## config.mk

```make
export PLATFORM = sky130hd
export DESIGN_NAME = rxs_status_stop
export DESIGN_NICKNAME = d
export VERILOG_FILES = /design/src/logic/rxs_pkg.sv /design/src/logic/rxs_status_stop.sv
export SDC_FILE = /design/constraint.sdc
export NUM_CORES = 1
export LEC_CHECK = 0
export BUFFER_PORTS_ARGS = -buffer_cell sky130_fd_sc_hd__buf_2
export CAP_MARGIN = 20
export CORE_MARGIN = 2
export CORE_UTILIZATION = 48
export DETAILED_ROUTE_END_ITERATION = 10
export PLACE_DENSITY_LB_ADDON = 0.2
export SETUP_SLACK_MARGIN = 0.05
export SLEW_MARGIN = 15
export SYNTH_ARGS = -nofsm -noshare
export SYNTH_HDL_FRONTEND = slang
export SYNTH_SLANG_ARGS = --single-unit
```

## constraint.sdc

```tcl
create_clock -name clk_i -period 4.4 [get_ports clk_i]
set_input_delay 0.66 -clock clk_i [delete_from_list [all_inputs] [get_ports clk_i]]
set_output_delay 0.66 -clock clk_i [all_outputs]
set_load 0.03 [all_outputs]
```

## src/logic/rxs_pkg.sv

```systemverilog
// rxs_pkg: constants for the receive status word and stop logic.
// assumes a 32-bit classic wishbone slave and a 200 MHz system clock.
package rxs_pkg;
  // register byte offsets
  localparam logic [7:0] RXS_MAC_CONTROL_REG_OFS = 8'h00;
  localparam logic [7:0] RXS_INTERRUPT_STATUS_REG_OFS = 8'h04;
  localparam logic [7:0] RXS_LAST_STATUS_OFS = 8'h08;
  // control register fields
  localparam int RXS_CTL_RECEIVE_GATE = 0;
  localparam int RXS_CTL_PASS_BAD_FRAMES = 1;
  localparam int RXS_CTL_SPEED_10 = 2;
  // interrupt status fields
  localparam int RXS_INT_HALTED = 0;
  localparam int RXS_INT_RX_ERROR = 1;
  localparam int RXS_INT_RECEIVING = 2;
  // status word fields
  localparam int RXS_ST_FILTER_PASS = 31;
  localparam int RXS_ST_FILTER_FAIL = 30;
  localparam int RXS_ST_LEN_HI = 29;
  localparam int RXS_ST_LEN_LO = 16;
  localparam int RXS_ST_ERROR_SUMMARY = 15;
  localparam int RXS_ST_BROADCAST = 13;
  localparam int RXS_ST_FRAME_SIZE_MISMATCH = 12;
  localparam int RXS_ST_RUNT = 11;
  localparam int RXS_ST_MULTICAST = 10;
  localparam int RXS_ST_TOO_LONG = 7;
  localparam int RXS_ST_LATE_COLL = 6;
  localparam int RXS_ST_FRAME_TYPE = 5;
  localparam int RXS_ST_WATCHDOG = 4;
  localparam int RXS_ST_MEDIA_ERR = 3;
  localparam int RXS_ST_DRIBBLE = 2;
  localparam int RXS_ST_CRC_ERR = 1;
  // frame size limits in bytes, plus the 10 Mbps dribble minimum in bits
  localparam logic [13:0] RXS_RUNT_LIMIT = 14'd64;
  localparam logic [13:0] RXS_MAX_LEN = 14'd1518;
  localparam logic [13:0] RXS_WATCHDOG_LEN = 14'd2048;
  localparam logic [13:0] RXS_HEADER_LEN = 14'd14;
  localparam logic [15:0] RXS_TYPE_THRESHOLD = 16'd1500;
  localparam logic [2:0] RXS_DRIBBLE_10M_MIN = 3'd3;
  // reset values
  localparam logic [31:0] RXS_CONTROL_RESET = 32'h0000_0000;
  typedef enum logic [1:0] {RXS_IDLE, RXS_FRAME, RXS_DROP} rxs_state_t;
endpackage

```

## src/logic/rxs_status_stop.sv

```systemverilog
// rxs_status_stop: builds the receive status word per frame and runs the stop handshake.
// assumes frame events from the mac receive path, fifo underrun and full flags from the fifos.
//
// Design decisions made here: the register offsets and the Wishbone register port.
`timescale 1ns/1ps
module rxs_status_stop
  import rxs_pkg::*;
(
  input wire logic clk_i,
  input wire logic rst_i,
  // wishbone slave
  input wire logic wb_cyc_i,
  input wire logic wb_stb_i,
  input wire logic wb_we_i,
  input wire logic [7:0] wb_adr_i,
  input wire logic [3:0] wb_sel_i,
  input wire logic [31:0] wb_dat_i,
  output logic [31:0] wb_dat_o,
  output logic wb_ack_o,
  // receive path
  input wire logic frame_start_i,
  input wire logic byte_valid_i,
  input wire logic frame_end_i,
  input wire logic media_err_i,
  input wire logic late_coll_i,
  input wire logic crc_bad_i,
  input wire logic [2:0] dribble_bits_i,
  input wire logic filter_pass_i,
  input wire logic filter_fail_i,
  input wire logic broadcast_i,
  input wire logic multicast_i,
  input wire logic [15:0] length_type_i,
  input wire logic length_type_valid_i,
  // fifo side
  input wire logic data_underrun_i,
  input wire logic status_underrun_i,
  input wire logic rx_status_full_event_i,
  output logic [31:0] status_word_o,
  output logic status_push_o,
  output logic byte_accept_o,
  output logic frame_drop_o,
  output logic receiver_halted_event_o,
  output logic receiver_error_flag_o
);

  // ----------------------------------------
  // operating notes
  // ----------------------------------------
  // frame interface timing:
  //   frame_start_i taken only in idle with receive_gate set
  //   one byte_valid_i pulse per received byte
  //   byte_valid_i may share the cycle of frame_end_i
  //   that last byte is counted into the length
  //   frame_end_i marks the last cycle of the frame
  //   per-frame inputs are sampled on the frame_end_i cycle:
  //     crc_bad_i, dribble_bits_i, filter_pass_i, filter_fail_i
  //     broadcast_i, multicast_i, length_type_i, length_type_valid_i
  //   media_err_i and late_coll_i are levels, or-ed over the frame
  //   next frame_start_i at least one cycle after frame_end_i
  //
  // status word delivery:
  //   status_push_o one cycle after the frame_end_i cycle
  //   status_word_o holds its value until the next push
  //   push never precedes the last byte_accept_o and shares its cycle when that byte comes on the frame_end_i cycle
  //   a full status queue blocks the push and raises the error flag
  //   runts without pass_bad_frames give frame_drop_o instead
  //   push and drop never share a cycle
  //
  // length handling:
  //   counter saturates at the watchdog length
  //   bytes past that point are not accepted, which truncates the frame
  //   byte_accept_o trails byte_valid_i by one cycle
  //   the too-long flag alone never truncates anything
  //   length mismatch compares the length field with bytes minus 18
  //   only length fields of 1500 or less are compared
  //   type flag needs at least a full header
  //
  // error flags:
  //   crc flag also carries media errors seen during the frame
  //   crc flag is not meaningful for runts or late collisions
  //   dribble flag suppressed under a late collision
  //   dribble flag at 10 Mbps needs the minimum count of bits
  //   error summary is or of runt, too long, late collision and crc
  //   reserved positions are forced to zero in every word
  //
  // stop and restart:
  //   software clears receive_gate to stop reception
  //   a frame in progress is finished before the halt
  //   halted pulse comes once the frame state machine is idle
  //   halted_q resets high, so reset itself gives no pulse
  //   the pulse also sets the halted bit of interrupt status
  //   setting receive_gate again resumes reception
  //   queues may be flushed outside while halted
  //
  // receiver error:
  //   raised by an underrun of either host queue
  //   raised by an overrun of the status queue
  //   reception carries on while the flag stands
  //   sticky until software writes one to clear it
  //   an event in the clear cycle wins over the clear
  //   software must find the cause and recover on its own
  //   an underrun needs a soft reset to resynchronise
  //
  // register map, byte offsets:
  //   0x00 control: receive_gate, pass_bad_frames, 10 Mbps mode
  //   0x04 interrupt status: halted, receiver error, receiving
  //   0x08 last pushed status word, read only
  //   other offsets read zero and ignore writes
  //
  // bus timing:
  //   request taken on a rising edge with cyc, stb and no ack
  //   ack one cycle later, for one cycle only
  //   read data registered and valid with ack
  //   a write lands on the edge that takes the request
  //   the master must drop stb for a cycle between requests
  //   control register honours byte lanes
  //   interrupt status clear uses lane zero only
  //
  // hazards:
  //   gate changes mid-frame do not cut the frame short
  //   status inputs must be stable on the end cycle
  //   a push lost to a full queue is reported, not retried
  //   last status register tracks pushed words only
  //   dropped runts leave the last status register alone
  //   the drop state code is reserved and falls back to idle
  //   all outputs are registered, none are combinational

  // ----------------------------------------
  // state
  // ----------------------------------------
  rxs_state_t state_q;
  logic [31:0] mac_control_reg_q;
  logic [13:0] len_q;
  logic media_err_q;
  logic late_coll_q;
  logic halted_q;
  logic halted_sticky_q;
  logic error_sticky_q;
  logic [31:0] last_status_q;
  logic [31:0] status_d;
  logic [13:0] len_fin;
  logic runt_w;
  logic too_long_w;
  logic mismatch_w;
  logic gate_w;
  logic wb_req_w;
  logic wr_w;
  logic err_evt_w;
  logic halt_evt_w;
  logic [15:0] payload_len_w;
  logic clr_halt_w;
  logic clr_err_w;

  assign gate_w = mac_control_reg_q[RXS_CTL_RECEIVE_GATE];
  assign wb_req_w = wb_cyc_i && wb_stb_i && !wb_ack_o;
  assign wr_w = wb_req_w && wb_we_i;

  // write one to clear decode for the interrupt status bits
  assign clr_halt_w = wr_w && wb_adr_i == RXS_INTERRUPT_STATUS_REG_OFS && wb_sel_i[0]
    && wb_dat_i[RXS_INT_HALTED];
  assign clr_err_w = wr_w && wb_adr_i == RXS_INTERRUPT_STATUS_REG_OFS && wb_sel_i[0]
    && wb_dat_i[RXS_INT_RX_ERROR];

  // ----------------------------------------
  // frame tracking
  // ----------------------------------------
  // state walks idle, frame; receive_gate only acts between frames
  always_ff @(posedge clk_i) begin
    if (rst_i) begin
      state_q <= RXS_IDLE;
    end else begin
      case (state_q)
        RXS_IDLE: begin
          if (frame_start_i && gate_w) begin
            state_q <= RXS_FRAME;
          end
        end
        RXS_FRAME: begin
          if (frame_end_i) begin
            state_q <= RXS_IDLE;
          end
        end
        default: begin
          state_q <= RXS_IDLE;
        end
      endcase
    end
  end

  // byte counter saturates at watchdog length; later bytes dropped
  always_ff @(posedge clk_i) begin
    if (rst_i) begin
      len_q <= 14'd0;
    end else if (state_q == RXS_IDLE && frame_start_i) begin
      len_q <= 14'd0;
    end else if (state_q == RXS_FRAME && byte_valid_i && len_q < RXS_WATCHDOG_LEN) begin
      len_q <= len_q + 14'd1;
    end
  end

  // error flags latched over the frame
  always_ff @(posedge clk_i) begin
    if (rst_i) begin
      media_err_q <= 1'b0;
      late_coll_q <= 1'b0;
    end else if (state_q == RXS_IDLE) begin
      media_err_q <= 1'b0;
      late_coll_q <= 1'b0;
    end else if (state_q == RXS_FRAME) begin
      media_err_q <= media_err_q | media_err_i;
      late_coll_q <= late_coll_q | late_coll_i;
    end
  end

  // byte accept: truncation beyond watchdog length
  always_ff @(posedge clk_i) begin
    if (rst_i) begin
      byte_accept_o <= 1'b0;
    end else begin
      byte_accept_o <= state_q == RXS_FRAME && byte_valid_i && len_q < RXS_WATCHDOG_LEN;
    end
  end

  // ----------------------------------------
  // status word assembly
  // ----------------------------------------
  always_comb begin
    len_fin = len_q;
    if (byte_valid_i && len_q < RXS_WATCHDOG_LEN) begin
      len_fin = len_q + 14'd1;
    end
  end

  assign runt_w = len_fin < RXS_RUNT_LIMIT;
  assign too_long_w = len_fin > RXS_MAX_LEN;
  assign payload_len_w = {2'b00, len_fin} - {2'b00, RXS_HEADER_LEN} - 16'd4;
  assign mismatch_w = length_type_valid_i && length_type_i <= RXS_TYPE_THRESHOLD
    && length_type_i != payload_len_w && !(len_fin == RXS_RUNT_LIMIT);

  always_comb begin
    status_d = 32'h0000_0000; // reserved bits stay zero
    status_d[RXS_ST_FILTER_PASS] = filter_pass_i;
    status_d[RXS_ST_FILTER_FAIL] = filter_fail_i;
    status_d[RXS_ST_LEN_HI:RXS_ST_LEN_LO] = len_fin;
    status_d[RXS_ST_BROADCAST] = broadcast_i;
    status_d[RXS_ST_FRAME_SIZE_MISMATCH] = mismatch_w;
    status_d[RXS_ST_RUNT] = runt_w;
    status_d[RXS_ST_MULTICAST] = multicast_i;
    status_d[RXS_ST_TOO_LONG] = too_long_w;
    status_d[RXS_ST_LATE_COLL] = late_coll_q | late_coll_i;
    status_d[RXS_ST_FRAME_TYPE] = length_type_valid_i && len_fin >= RXS_HEADER_LEN
      && length_type_i > RXS_TYPE_THRESHOLD;
    status_d[RXS_ST_WATCHDOG] = len_fin >= RXS_WATCHDOG_LEN;
    status_d[RXS_ST_MEDIA_ERR] = media_err_q | media_err_i;
    status_d[RXS_ST_DRIBBLE] = !(late_coll_q | late_coll_i) && dribble_bits_i != 3'd0
      && (!mac_control_reg_q[RXS_CTL_SPEED_10] || dribble_bits_i >= RXS_DRIBBLE_10M_MIN);
    status_d[RXS_ST_CRC_ERR] = crc_bad_i | media_err_q | media_err_i;
    status_d[RXS_ST_ERROR_SUMMARY] = status_d[RXS_ST_RUNT] | status_d[RXS_ST_TOO_LONG]
      | status_d[RXS_ST_LATE_COLL] | status_d[RXS_ST_CRC_ERR];
  end

  // push status at frame end, after last data; runts need pass_bad_frames
  always_ff @(posedge clk_i) begin
    if (rst_i) begin
      status_push_o <= 1'b0;
      frame_drop_o <= 1'b0;
      status_word_o <= 32'h0000_0000;
      last_status_q <= 32'h0000_0000;
    end else begin
      status_push_o <= 1'b0;
      frame_drop_o <= 1'b0;
      if (state_q == RXS_FRAME && frame_end_i) begin
        if (runt_w && !mac_control_reg_q[RXS_CTL_PASS_BAD_FRAMES]) begin
          frame_drop_o <= 1'b1;
        end else if (!rx_status_full_event_i) begin
          status_push_o <= 1'b1;
          status_word_o <= status_d;
          last_status_q <= status_d;
        end
      end
    end
  end

  // ----------------------------------------
  // halt and error events
  // ----------------------------------------
  // halted once gate is clear and no frame is in progress
  always_ff @(posedge clk_i) begin
    if (rst_i) begin
      halted_q <= 1'b1;
      receiver_halted_event_o <= 1'b0;
    end else begin
      halted_q <= !gate_w && state_q == RXS_IDLE;
      receiver_halted_event_o <= halt_evt_w;
    end
  end
  assign halt_evt_w = !gate_w && state_q == RXS_IDLE && !halted_q;

  // overrun when a status word meets a full fifo; reception goes on
  assign err_evt_w = data_underrun_i | status_underrun_i
    | (rx_status_full_event_i && state_q == RXS_FRAME && frame_end_i);

  // sticky flags, write one to clear, set wins
  always_ff @(posedge clk_i) begin
    if (rst_i) begin
      halted_sticky_q <= 1'b0;
      error_sticky_q <= 1'b0;
      receiver_error_flag_o <= 1'b0;
    end else begin
      if (halt_evt_w) begin
        halted_sticky_q <= 1'b1;
      end else if (clr_halt_w) begin
        halted_sticky_q <= 1'b0;
      end
      if (err_evt_w) begin
        error_sticky_q <= 1'b1;
        receiver_error_flag_o <= 1'b1;
      end else if (clr_err_w) begin
        error_sticky_q <= 1'b0;
        receiver_error_flag_o <= 1'b0;
      end
    end
  end

  // ----------------------------------------
  // wishbone slave
  // ----------------------------------------
  // control register with byte lanes
  always_ff @(posedge clk_i) begin
    if (rst_i) begin
      mac_control_reg_q <= RXS_CONTROL_RESET;
    end else if (wr_w && wb_adr_i == RXS_MAC_CONTROL_REG_OFS) begin
      for (int i = 0; i < 4; i++) begin
        if (wb_sel_i[i]) begin
          mac_control_reg_q[i*8 +: 8] <= wb_dat_i[i*8 +: 8];
        end
      end
    end
  end

  // one-cycle ack, read data registered; unmapped reads zero
  always_ff @(posedge clk_i) begin
    if (rst_i) begin
      wb_ack_o <= 1'b0;
      wb_dat_o <= 32'h0000_0000;
    end else begin
      wb_ack_o <= wb_req_w;
      wb_dat_o <= 32'h0000_0000;
      if (wb_req_w && !wb_we_i) begin
        if (wb_adr_i == RXS_MAC_CONTROL_REG_OFS) begin
          wb_dat_o <= mac_control_reg_q;
        end else if (wb_adr_i == RXS_INTERRUPT_STATUS_REG_OFS) begin
          wb_dat_o <= {29'd0, state_q == RXS_FRAME, error_sticky_q, halted_sticky_q};
        end else if (wb_adr_i == RXS_LAST_STATUS_OFS) begin
          wb_dat_o <= last_status_q;
        end
      end
    end
  end

endmodule

```

==> impl_results.md, run 1 <==
- Status: complete, but fails checks
- Failing checks: DRC
- Path type of the worst setup path: flip-flop to flip-flop
- CP Max Fanout: 8
- GPL Wtd Cong: 0.9213
- Via density: 5.813
- Max Fclk: 0.2485 GHz
- RSZ-0062 raised after global routing: false
- P_int: 2.031 mW
- MaxCap Viol Count: 0
- Final Hold Viols: 0
- Ys Warns: 0
- Violation count after the first detailed-route iteration: 374
- Final core utilization: 62.68%
- Hold Path Depth: 1
- Startpoint types: flip-flop
- Worst Tran Pin Value: 855.4 ps
- Total Routing Usage GR: 27.08%
- CTS Hold Bufs: 0
- Pin count of the biggest net entering global routing: 68
- Reg2Reg Setup Slack: 380 ps
- DIE HEIGHT: 113.2 um
- CP max-delay cell: dfxtp_1
- Largest family of logic cells by synthesized area: simple AND/OR/NAND/NOR gates
- Row count: 39
- Synth Area in XOR/XNOR: 7.187%
- Post-CTS Resized: 0
- Pre-CTS setup slack: 256.7 ps
- Synth Flop Type: dfxtp_1
- Combinational Power Share: 4.7%
- Dpl hpwl: 13060 um
- Commonest non-fill, non-tap cell in the layout: buf_2
- Largest stage delay, worst path: 440 ps
- Final setup TNS: 0 ps
- Most used cell, CP: xnor2_1
- Port Buffers: 147
- Setup Buffers After CTS: 0
- Crit path DAT: 4320 ps
- Clock Path Buffers: 2
- Post-Route WL: 17200 um
- Final cell count without fillers: 979
- Most frequent cells in the layout: buf_2, dfxtp_1, nand2_1, a21oi_1, nor2_1
- Adder-cell share of the synthesized area: 0.6553%
- Reg area: 2342 um^2
- Root Buffer Master: clkbuf_16
- Syn_area_per_cell: 8.448 um^2
- Min-delay src: halted_q$_SDFF_PP1_
- Net Sw Power: 562.2 uW
- FF-to-FF End: last_status_q[12]$_SDFFE_PP0P_
- Worst setup EP type: flip-flop
- Sw frac: 21.68%
- Initial antenna violation count: 0
- Vias in the first global route: 5461
- Worst-skew pair later-pin latency: 410 ps
- Power per cell area: 359.2 nW/um^2
- Fraction of registers with async set/reset: 0%
- Slew Viols, Final: 0
- Sequential fraction of design power: 41.0%
- Mux contribution to synthesized area: 0.6990%
- Clock power frac: 54.3%
- Initial Utilization: 49.74%
- Synth Area in Compound Gates: 21.23%
- Worst r2r src: len_q[13]$_SDFFE_PP0P_
- Final setup viols: 0
- HP Class: flip-flop to flip-flop
- R2R depth: 17
- Post-synth EDFFs: 0
- Tcrit/Tclk final: 91.45%
- Layout fillers: 1016
- Synthesized area: 5728 um^2
- Drt drc: 15
- Fin Clk Skew: 9.827 ps
- Routed wire per std cell: 17.57 um
- Core ar.: 11520 um^2
- Fin crit period: 4024 ps
- Routed vias: 5691
- Die width: 113.2 um
- Ant. Diodes: 0
- Yosys cell types: 75
- Area of the multi-input gates: 3123 um^2
- Sequential cell area fraction in the yosys report: 40.89%
- Synthesized netlist cell count: 678
- Total clock sinks: 117
- WHS: 404.1 ps
- CP Data Required Time: 4700 ps
- Gr ovfl total: 0
- Drt pass-1 iters: 9
- Full die area: 12820 um^2
- # H-tree levels: 4
- Peak VDD IR: 232.9 uV
- Share of cells above drive strength 1: 27.15%
- Yosys reg bits: 117
- Post-route setup slack: 376.0 ps
- Slew HR: 42.91%
- Cells after DPL: 947
- Final-stage net count: 908
- Clk slew on worst S/H paths: 50 ps
- Hold path endpoint: receiver_halted_event_o$_SDFF_PP0_
- Post-Synth Simple-Gate Area: 24.31%
- Syn-to-layout area delta: 26.02%
- Post-route ant nets: 0
- First-pass GRT wire length: 27380 um
- TritonCTS buffer count: 17
- Critical path, cell by cell: nor4b_4, nand2_1, xor2_1, inv_1, ha_1, xnor2_1, inv_1, ha_1, xnor2_1, xnor3_1, xnor2_1, nor3_1, o211a_1, o2111ai_1, a221oi_1, nand4_1, o31a_1
- # IOs: 152
- Leakage: 2.993 nW
- CTS tree: yes
==> area by class of cell <==
cell class              instances  share of cell area [%]
clock buffers                  20                   6.327
clock inverters                12                   2.115
inverters                      11                  0.5720
multi-input cells             505                   43.27
flip-flops and latches        117                   32.45
well taps                     143                   2.479
repair buffers                171                   12.79
==> worst max-delay path, delay by kind of cell (launching register included) <==
family	cells	cell delay, ps
adders and majority gates	2	480
AOI/OAI and AO/OA	4	820
and+or+nand+nor	4	820
buffers and inverters	2	220
DFF	1	440
xor gates and xnor gates	5	1100
==> sequential cells by signal, indices dropped and copies added (netlist names) <==
| signal | count |
|---|---|
| byte_accept_o | 1 |
| error_sticky_q | 1 |
| frame_drop_o | 1 |
| halted_q | 1 |
| halted_sticky_q | 1 |
| last_status_q | 28 |
| late_coll_q | 1 |
| len_q | 14 |
| mac_control_reg_q | 32 |
| media_err_q | 1 |
| receiver_halted_event_o | 1 |
| state_q | 1 |
| status_push_o | 1 |
| wb_ack_o | 1 |
| wb_dat_o | 32 |
==> how the worst max path moves through the flow <==
stage | slack (ps) | to | startpoint
4_1_cts | 420 | last_status_q[12]$_SDFFE_PP0P_ | len_q[0]$_SDFFE_PP0P_
2_1_floorplan | 100 | last_status_q[12]$_SDFFE_PP0P_ | byte_valid_i
5_1_grt | 50 | last_status_q[12]$_SDFFE_PP0P_ | len_q[0]$_SDFFE_PP0P_
3_5_place_dp | 260 | last_status_q[12]$_SDFFE_PP0P_ | byte_valid_i
3_3_place_gp | 350 | last_status_q[12]$_SDFFE_PP0P_ | byte_valid_i
6_report | 380 | last_status_q[12]$_SDFFE_PP0P_ | len_q[13]$_SDFFE_PP0P_
==> logic make-up (layout without fill, tap and decap cells) <==
kind of cell | Yosys count | after routing
compound gates | 178 | 178
xor+xnor | 42 | 42
fa+ha+maj | 3 | 3
buf+inv | 59 | 214
flops | 117 | 117
mux | 4 | 4
other cells | 1 | 4
simple gates | 274 | 274
==> cell usage after synthesis (4+ instances only) <==
cell type	number	area (um^2)
a2111oi_0	4	35.03
xor2_1	12	105.1
o2111ai_1	4	35.03
a22o_1	26	227.7
clkbuf_1	34	127.6
nor4_1	10	62.56
nand3_1	45	225.2
buf_6	4	45.04
or4_1	4	30.03
nor3_1	11	55.05
or3_1	7	43.79
nand2b_1	6	37.54
nand4_1	11	68.82
dfxtp_1	117	2342
o21ai_0	14	70.07
a31oi_1	10	62.56
inv_1	11	41.29
a211oi_1	20	150.1
buf_4	7	52.55
a21o_1	5	37.54
mux2i_1	4	40.04
and2_1	5	31.28
nor2_1	58	217.7
o31ai_1	4	30.03
nand2_1	84	315.3
xnor2_1	26	227.7
a21oi_1	61	305.3
a221oi_1	4	35.03
==> routing by layer <==
metal / vias up / global-route usage, % / part of all wire (%)
met3: 36 / 6.374 / 6.8
met1: 2665 / 32.43 / 41
met5: - / 0 / 0
li1: 2751 / - / -
met2: 239 / 46.71 / 49
met4: 0 / 11.14 / 2.7
==> power groups by stage <==
stage,registers (mW),logic (mW),clock network (mW)
floorplan,1.09,0.0653,0
CTS,1.06,0.121,1.42
detailed placement,1.08,0.121,0
finish,1.06,0.122,1.41
global placement,1.08,0.120,0
global route,1.06,0.132,1.47
==> metrics by stage <==
step / power [mW] / area (um^2)
6_report: 2.593 / 7218
5_1_grt: 2.663 / 7218
4_1_cts: 2.603 / 7218
3_5_place_dp: 1.205 / 6609
3_3_place_gp: 1.204 / 6594
2_1_floorplan: 1.152 / 5741
Power figures use the tool's default switching activity.
==> inputs of run 2 (changes only) <==
- CORE_MARGIN: 2 -> 10
==> run 2 against run 1 <==
Clock-buffer cell count increased by 2; routed wire length increased by 6.2%; hold slack improved by 16 ps; utilization grew 0.70 points; design area rose by 1.5%; non-clock buffer count is 14 higher; largest power group unchanged; the flow now finishes without violations.
==> impl_results.md, run 2 (synthesized netlist as in run 1, its figures left out) <==
- Met3 WL: 1455 um (+24%)
- Slew Viols, Final: 0 (unchanged)
- Violation count after the first detailed-route iteration: 454 (+21%)
- # H-tree levels: 4 (unchanged)
- Status: completed
- Critical Path Source: len_q[1]$_SDFFE_PP0P_
- Largest registers: mac_control_reg_q x32, wb_dat_o x32, last_status_q x28
- Total Routing Usage GR: 21.43% (-5.6 points)
- Clock Path Buffers: 2 (unchanged)
- Root Buffer Master: clkbuf_16
- Dpl hpwl: 13790 um (+5.6%)
- Post-Route WL: 18270 um (+6.2%)
- Final setup viols: 0 (unchanged)
- Routed wire per std cell: 18.43 um (+4.9%)
- Final cell count without fillers: 991 (+1.2%)
- CP Data Required Time: 4700 ps (about the same)
- Pre-CTS setup slack: 225.9 ps (-30.74 ps)
- Peak VDD IR: 194.3 uV (-17%)
- TritonCTS buffer count: 17 (unchanged)
- MaxCap Viol Count: 0 (unchanged)
- R2R depth: 15 (-2)
- Most frequent cells in the layout: buf_2, dfxtp_1, nand2_1, a21oi_1, nor2_1
- Core ar.: 11560 um^2 (+0.42%)
- First-pass GRT wire length: 28810 um (+5.2%)
- CTS Hold Bufs: 0 (unchanged)
- Total clock sinks: 117 (unchanged)
- Reg2Reg Setup Slack: 400 ps (+20 ps)
- Post-route ant nets: 0 (unchanged)
- Met2 WL post-DR: 8879 um (+5.3%)
- DIE HEIGHT: 129.2 um (+14%)
- Crit path DAT: 4300 ps (-20 ps)
- Port Buffers: 147 (unchanged)
- Gr ovfl total: 0 (unchanged)
- Commonest non-fill, non-tap cell in the layout: buf_2
- Pin count of the biggest net entering global routing: 68 (unchanged)
- Post-route setup slack: 398.6 ps (+22.60 ps)
- Via density: 5.738 (-1.3%)
- HP Class: flip-flop to flip-flop
- Die width: 129.2 um (+14%)
- Worst-skew pair later-pin latency: 410 ps (about the same)
- Fin Clk Skew: 10.00 ps (+0.1735 ps)
- Post-CTS Resized: 0 (unchanged)
- Slew HR: 46.76% (+3.8 points)
- Row count: 39 (unchanged)
- Drt drc: 0 (-15)
- CP Capture Point: last_status_q[12]$_SDFFE_PP0P_
- Leakage: 3.070 nW (+2.6%)
- RSZ-0062 raised after global routing: false
- Initial Utilization: 49.53% (-0.21 points)
- Vias in the first global route: 5555 (+1.7%)
- CP Max Fanout: 8 (unchanged)
- WHS: 420.0 ps (+15.91 ps)
- Fin crit period: 4001 ps (-22.59 ps)
- Routed vias: 5686 (-0.088%)
- Cells after DPL: 961 (+1.5%)
- GPL Wtd Cong: 0.9296 (+0.90%)
- Worst Tran Pin Value: 792.8 ps (-62.52 ps)
- Final-stage net count: 922 (+1.5%)
- Tcrit/Tclk final: 90.94% (-0.51 points)
- Setup Buffers After CTS: 0 (unchanged)
- Full die area: 16700 um^2 (+30%)
- # IOs: 152 (unchanged)
- Power per cell area: 358.4 nW/um^2 (-0.22%)
- Clk slew on worst S/H paths: 50 ps (about the same)
- Initial antenna violation count: 0 (unchanged)
- Share of cells above drive strength 1: 28.07% (+0.91 points)
- Max Fclk: 0.2499 GHz (+0.56%)
- Worst setup EP type: flip-flop
- Syn-to-layout area delta: 27.96%
- Final Hold Viols: 0 (unchanged)
- Top sig layer: met4
- Startpoint types: flip-flop
- Wl on met1: 7755 um (+8.7%)
- FF-to-FF End: last_status_q[12]$_SDFFE_PP0P_
- Drt pass-1 iters: 5 (-4)
- CTS tree: yes
- Ant. Diodes: 0 (unchanged)
- Path type of the worst setup path: flip-flop to flip-flop
- Final setup TNS: 0 ps (unchanged)
- Worst r2r src: len_q[1]$_SDFFE_PP0P_
-- run 2: area by class of cell --
class / count / area (um^2)
fillers: 1003 / 4235
multi-input cells: 505 / 3123
flip-flops and latches: 117 / 2342
repair buffers: 185 / 1021
clock buffers: 22 / 474.2
well taps: 143 / 178.9
clock inverters: 8 / 148.9
inverters: 11 / 41.29
-- run 2: power breakdown --
part / switching, mW / total (mW) / internal (mW)
Sequential: 0.000702 / 1.06 / 1.06
Clock: 0.456 / 1.44 / 0.985
Combinational: 0.0714 / 0.124 / 0.0525
Total: 0.528 / 2.63 / 2.10
-- run 2: worst max-delay path, stage by stage (launching register included) --
cell and delay (ps):
dfxtp_1 490, ha_1 360, nand2_1 100, xor2_1 170
inv_1 80, ha_1 220, inv_1 60, nor4_1 440
o21ai_0 140, o221ai_1 220, a21oi_1 130, or3_1 420
or4_1 530, a21oi_1 170, nand4_1 110, o31a_1 250
-- run 2: stage by stage --
step / util (%) / total power, mW / instance area (um^2)
2_1_floorplan: - / 1.152 / 5741
6_report: 63.38 / 2.627 / 7330
5_1_grt: 63.38 / 2.707 / 7330
3_5_place_dp: 57.99 / 1.207 / 6706
3_3_place_gp: 57.99 / 1.205 / 6706
4_1_cts: 63.38 / 2.640 / 7330
-- run 2: metal layers --
layer | GRT usage (%) | vias to the layer above
li1 | - | 2769
met1 | 25.36 | 2687
met2 | 36.75 | 215
met3 | 6.607 | 15
met4 | 5.953 | 0
met5 | 0 | -
-- run 2: how the worst min path moves through the flow --
| stage | from | depth (start not counted) | end |
|---|---|---|---|
| global route | halted_q$_SDFF_PP1_ | 1 | receiver_halted_event_o$_SDFF_PP0_ |
| finish | halted_q$_SDFF_PP1_ | 1 | receiver_halted_event_o$_SDFF_PP0_ |
| floorplan | halted_q$_SDFF_PP1_ | 1 | receiver_halted_event_o$_SDFF_PP0_ |
| detailed placement | halted_q$_SDFF_PP1_ | 1 | receiver_halted_event_o$_SDFF_PP0_ |
| global placement | halted_q$_SDFF_PP1_ | 1 | receiver_halted_event_o$_SDFF_PP0_ |
| CTS | halted_q$_SDFF_PP1_ | 1 | receiver_halted_event_o$_SDFF_PP0_ |
==> inputs of run 3 (changes only) <==
--- a/config.mk
+++ b/config.mk
@@ -6,6 +6,7 @@
 export NUM_CORES = 1
 export LEC_CHECK = 0
+export ABC_AREA = 1
 export BUFFER_PORTS_ARGS = -buffer_cell sky130_fd_sc_hd__buf_2
-export CAP_MARGIN = 20
+export CAP_MARGIN = 25
 export CORE_MARGIN = 10
 export CORE_UTILIZATION = 48
==> constraint.sdc (replaced) <==
create_clock -name clk_i -period 4.4 [get_ports clk_i]
set_input_delay 0.22 -clock clk_i [delete_from_list [all_inputs] [get_ports clk_i]]
set_output_delay 0.22 -clock clk_i [all_outputs]
set_load 0.03 [all_outputs]
==> run 3 against run 2 <==
Register-to-register slack better by 800 ps; combinational power up 67%; global-route usage decreased by 1.3 points; synthesized area up 3.8%; final cell count grew 17%; utilization is 2.0 points lower; synthesized cell count up 24%; design area rose by 1.0%; critical path type unchanged; largest power group unchanged.
==> impl_results.md, run 3 <==
- Post-route ant nets: 0 (unchanged)
- Leading post-synthesis cells by cell area: dfxtp_1, nand2_1, nand3_1
- Final setup TNS: 0 ps (unchanged)
- Routed vias: 5966 (+4.9%)
- Synthesized netlist cell count: 843 (+24%)
- Clock Path Buffers: 2 (unchanged)
- CP Max Fanout: 23 (+15)
- Ys Warns: 0 (unchanged)
- Startpoint types: flip-flop
- Cells after DPL: 1131 (+18%)
- Worst-skew pair later-pin latency: 420 ps (about the same)
- Core ar.: 12060 um^2 (+4.3%)
- Cell taking the most area after synthesis: dfxtp_1
- Dpl hpwl: 13610 um (-1.3%)
- DIE HEIGHT: 131.3 um (+1.6%)
- Clk slew on worst S/H paths: 50 ps (about the same)
- Tcrit/Tclk final: 72.85% (-18 points)
- Synthesized area: 5946 um^2 (+3.8%)
- Share of cells above drive strength 1: 26.18% (-1.9 points)
- Layout fillers: 1095 (+9.2%)
- Peak VDD IR: 332.7 uV (+71%)
- Worst setup EP type: flip-flop
- Worst Tran Pin Value: 925.5 ps (+132.6 ps)
- Sw frac: 21.77% (+1.7 points)
- Fin Clk Skew: 12.26 ps (+2.264 ps)
- CTS Hold Bufs: 0 (unchanged)
- Reg area: 2342 um^2 (unchanged)
- Pin count of the biggest net entering global routing: 54 (-21%)
- Total clock sinks: 117 (unchanged)
- # H-tree levels: 4 (unchanged)
- Setup Buffers After CTS: 0 (unchanged)
- Final setup viols: 0 (unchanged)
- Initial Utilization: 49.29% (-0.23 points)
- Fraction of registers with async set/reset: 0% (unchanged)
- Die width: 131.3 um (+1.6%)
- Via density: 5.139 (-10%)
- Fin crit period: 3205 ps (-796.1 ps)
- Initial antenna violation count: 0 (unchanged)
- TritonCTS buffer count: 17 (unchanged)
- Share of the synthesized area in the top cell type: 39.39% (-1.5 points)
- Final Hold Viols: 0 (unchanged)
- Post-Route WL: 17620 um (-3.5%)
- Syn_area_per_cell: 7.053 um^2 (-17%)
- Violation count after the first detailed-route iteration: 390 (-14%)
- Ant. Diodes: 0 (unchanged)
- Crit path DAT: 3490 ps (-810 ps)
- Largest stage delay, worst path: 540 ps (about the same)
- Most frequent cell after synthesis: nand2_1
- Clock power frac: 53.7% (-1.1 points)
- Synth Flop Type: dfxtp_1
- CP max-delay cell: dfxtp_1
- Sequential fraction of design power: 38.7% (-1.7 points)
- RSZ-0062 raised after global routing: false
- Port Buffers: 147 (unchanged)
- Most frequent cells in the layout: nand2_1, buf_2, dfxtp_1, inv_1, nand3_1
- Status: completed
- Power per cell area: 370.5 nW/um^2 (+3.4%)
- Commonest non-fill, non-tap cell in the layout: nand2_1
- Slew Viols, Final: 0 (unchanged)
- Largest registers: mac_control_reg_q x32, wb_dat_o x32, last_status_q x28
- Yosys cell types: 45 (-40%)
- Final-stage net count: 1067 (+16%)
- P_int: 2.146 mW (+2.2%)
- # IOs: 152 (unchanged)
- Slew HR: 38.30% (-8.5 points)
- Syn-to-layout area delta: 24.52%
- Net Sw Power: 597.0 uW (+13%)
- Full die area: 17240 um^2 (+3.2%)
- Area of the multi-input gates: 3012 um^2 (-3.6%)
- Post-synth EDFFs: 0 (unchanged)
- Yosys reg bits: 117 (unchanged)
- Drt drc: 0 (unchanged)
- Routed wire per std cell: 15.18 um (-18%)
- Post-CTS Resized: 0 (unchanged)
- CP Data Required Time: 4690 ps (about the same)
- Most used cell, CP: nand2_1
- CTS tree: yes
- HP Class: primary input to flip-flop
- Vias in the first global route: 5806 (+4.5%)
- GPL Wtd Cong: 0.9435 (+1.5%)
- Critical path, cell by cell: nor2_4, nand2_4, nand2_1, nand2_2, inv_1, ha_1, nand3_2, nand2_1, ha_1, or2_2, nand4_1, nor3_1, nand3_1, nor2_1, nand3_1, nor2_1, nand2_1, nor2_1, nand3_1, nand2_1, a21oi_2
- Leakage: 3.549 nW (+16%)
- Final cell count without fillers: 1161 (+17%)
- Sequential cell area fraction in the yosys report: 39.39% (-1.5 points)
- Post-synth top cells: nand2_1, dfxtp_1, inv_1
- MaxCap Viol Count: 0 (unchanged)
- Root Buffer Master: clkbuf_16
- Path type of the worst setup path: flip-flop to flip-flop
- Combinational Power Share: 7.6% (+2.9 points)
- Max Fclk: 0.3120 GHz (+25%)
- Gr ovfl total: 0 (unchanged)
- First-pass GRT wire length: 29190 um (+1.3%)
- Row count: 40 (+2.6%)
- Total Routing Usage GR: 20.11% (-1.3 points)
- Drt pass-1 iters: 5 (unchanged)
run 3: worst max-delay path: cells and delay by family, from the launching register on:
kind            cells  cell delay (ps)
simple gates       17             1880
flops               1              540
fa+ha+maj           2              520
buf+inv             1               90
compound gates      1               50
run 3: logic make-up after synthesis:
kind of cell | after synthesis | synth area share, %
DFF | 117 | 39.39
other | 1 | 0.06307
buffers and inverters | 151 | 10.25
AOI/OAI and AO/OA | 174 | 16.01
adders and majority gates | 4 | 0.7997
xor gates and xnor gates | 8 | 1.178
and+or+nand+nor | 388 | 32.30
run 3: layer usage:
metal / track usage (%) / part of all wire, %
met4: 5.624 / 1.6
met2: 31.82 / 46
met5: 0 / 0
met3: 5.373 / 6.5
met1: 26.30 / 46
run 3: cell type report:
type / count / share of cell area [%]
tap: 168 / 2.839
timing repair buffer: 153 / 10.55
clock buffer: 20 / 6.033
clock inverter: 10 / 2.434
sequential: 117 / 31.64
multi-input combinational: 578 / 40.68
inverter: 115 / 5.831
run 3: worst paths after layout:
| kind | startpoint | endpoint | slack [ps] | cells after the start |
|---|---|---|---|---|
| max | len_q[13]$_SDFFE_PP0P_ | last_status_q[12]$_SDFFE_PP0P_ | 1190 | 21 |
| min | wb_dat_i[2] | mac_control_reg_q[2]$_SDFFE_PP0P_ | 40 | 3 |
| max reg2reg | len_q[13]$_SDFFE_PP0P_ | last_status_q[12]$_SDFFE_PP0P_ | 1190 | 21 |
| min reg2reg | mac_control_reg_q[14]$_SDFFE_PP0P_ | wb_dat_o[14]$_SDFF_PP0_ | 430 | 2 |
run 3: power groups by stage:
stage | registers (mW) | logic (mW) | clock network [mW]
3_3_place_gp | 1.08 | 0.205 | 0
6_report | 1.06 | 0.207 | 1.47
5_1_grt | 1.06 | 0.235 | 1.54
4_1_cts | 1.06 | 0.207 | 1.48
2_1_floorplan | 1.09 | 0.139 | 0
3_5_place_dp | 1.08 | 0.206 | 0
run 3: metrics by stage:
step | utilization, % | setup WS, ps | hold WS (ps) | total power [mW] | area [um^2]
global placement | 56.18 | 1177 | 426.3 | 1.289 | 6777
finish | 61.38 | 1195 | 35.95 | 2.743 | 7403
global route | 61.38 | 835.9 | 46.81 | 2.837 | 7403
floorplan | - | 1632 | 303.6 | 1.226 | 5957
CTS | 61.38 | 1161 | 32.06 | 2.754 | 7403
detailed placement | 56.18 | 1182 | 429.0 | 1.290 | 6777
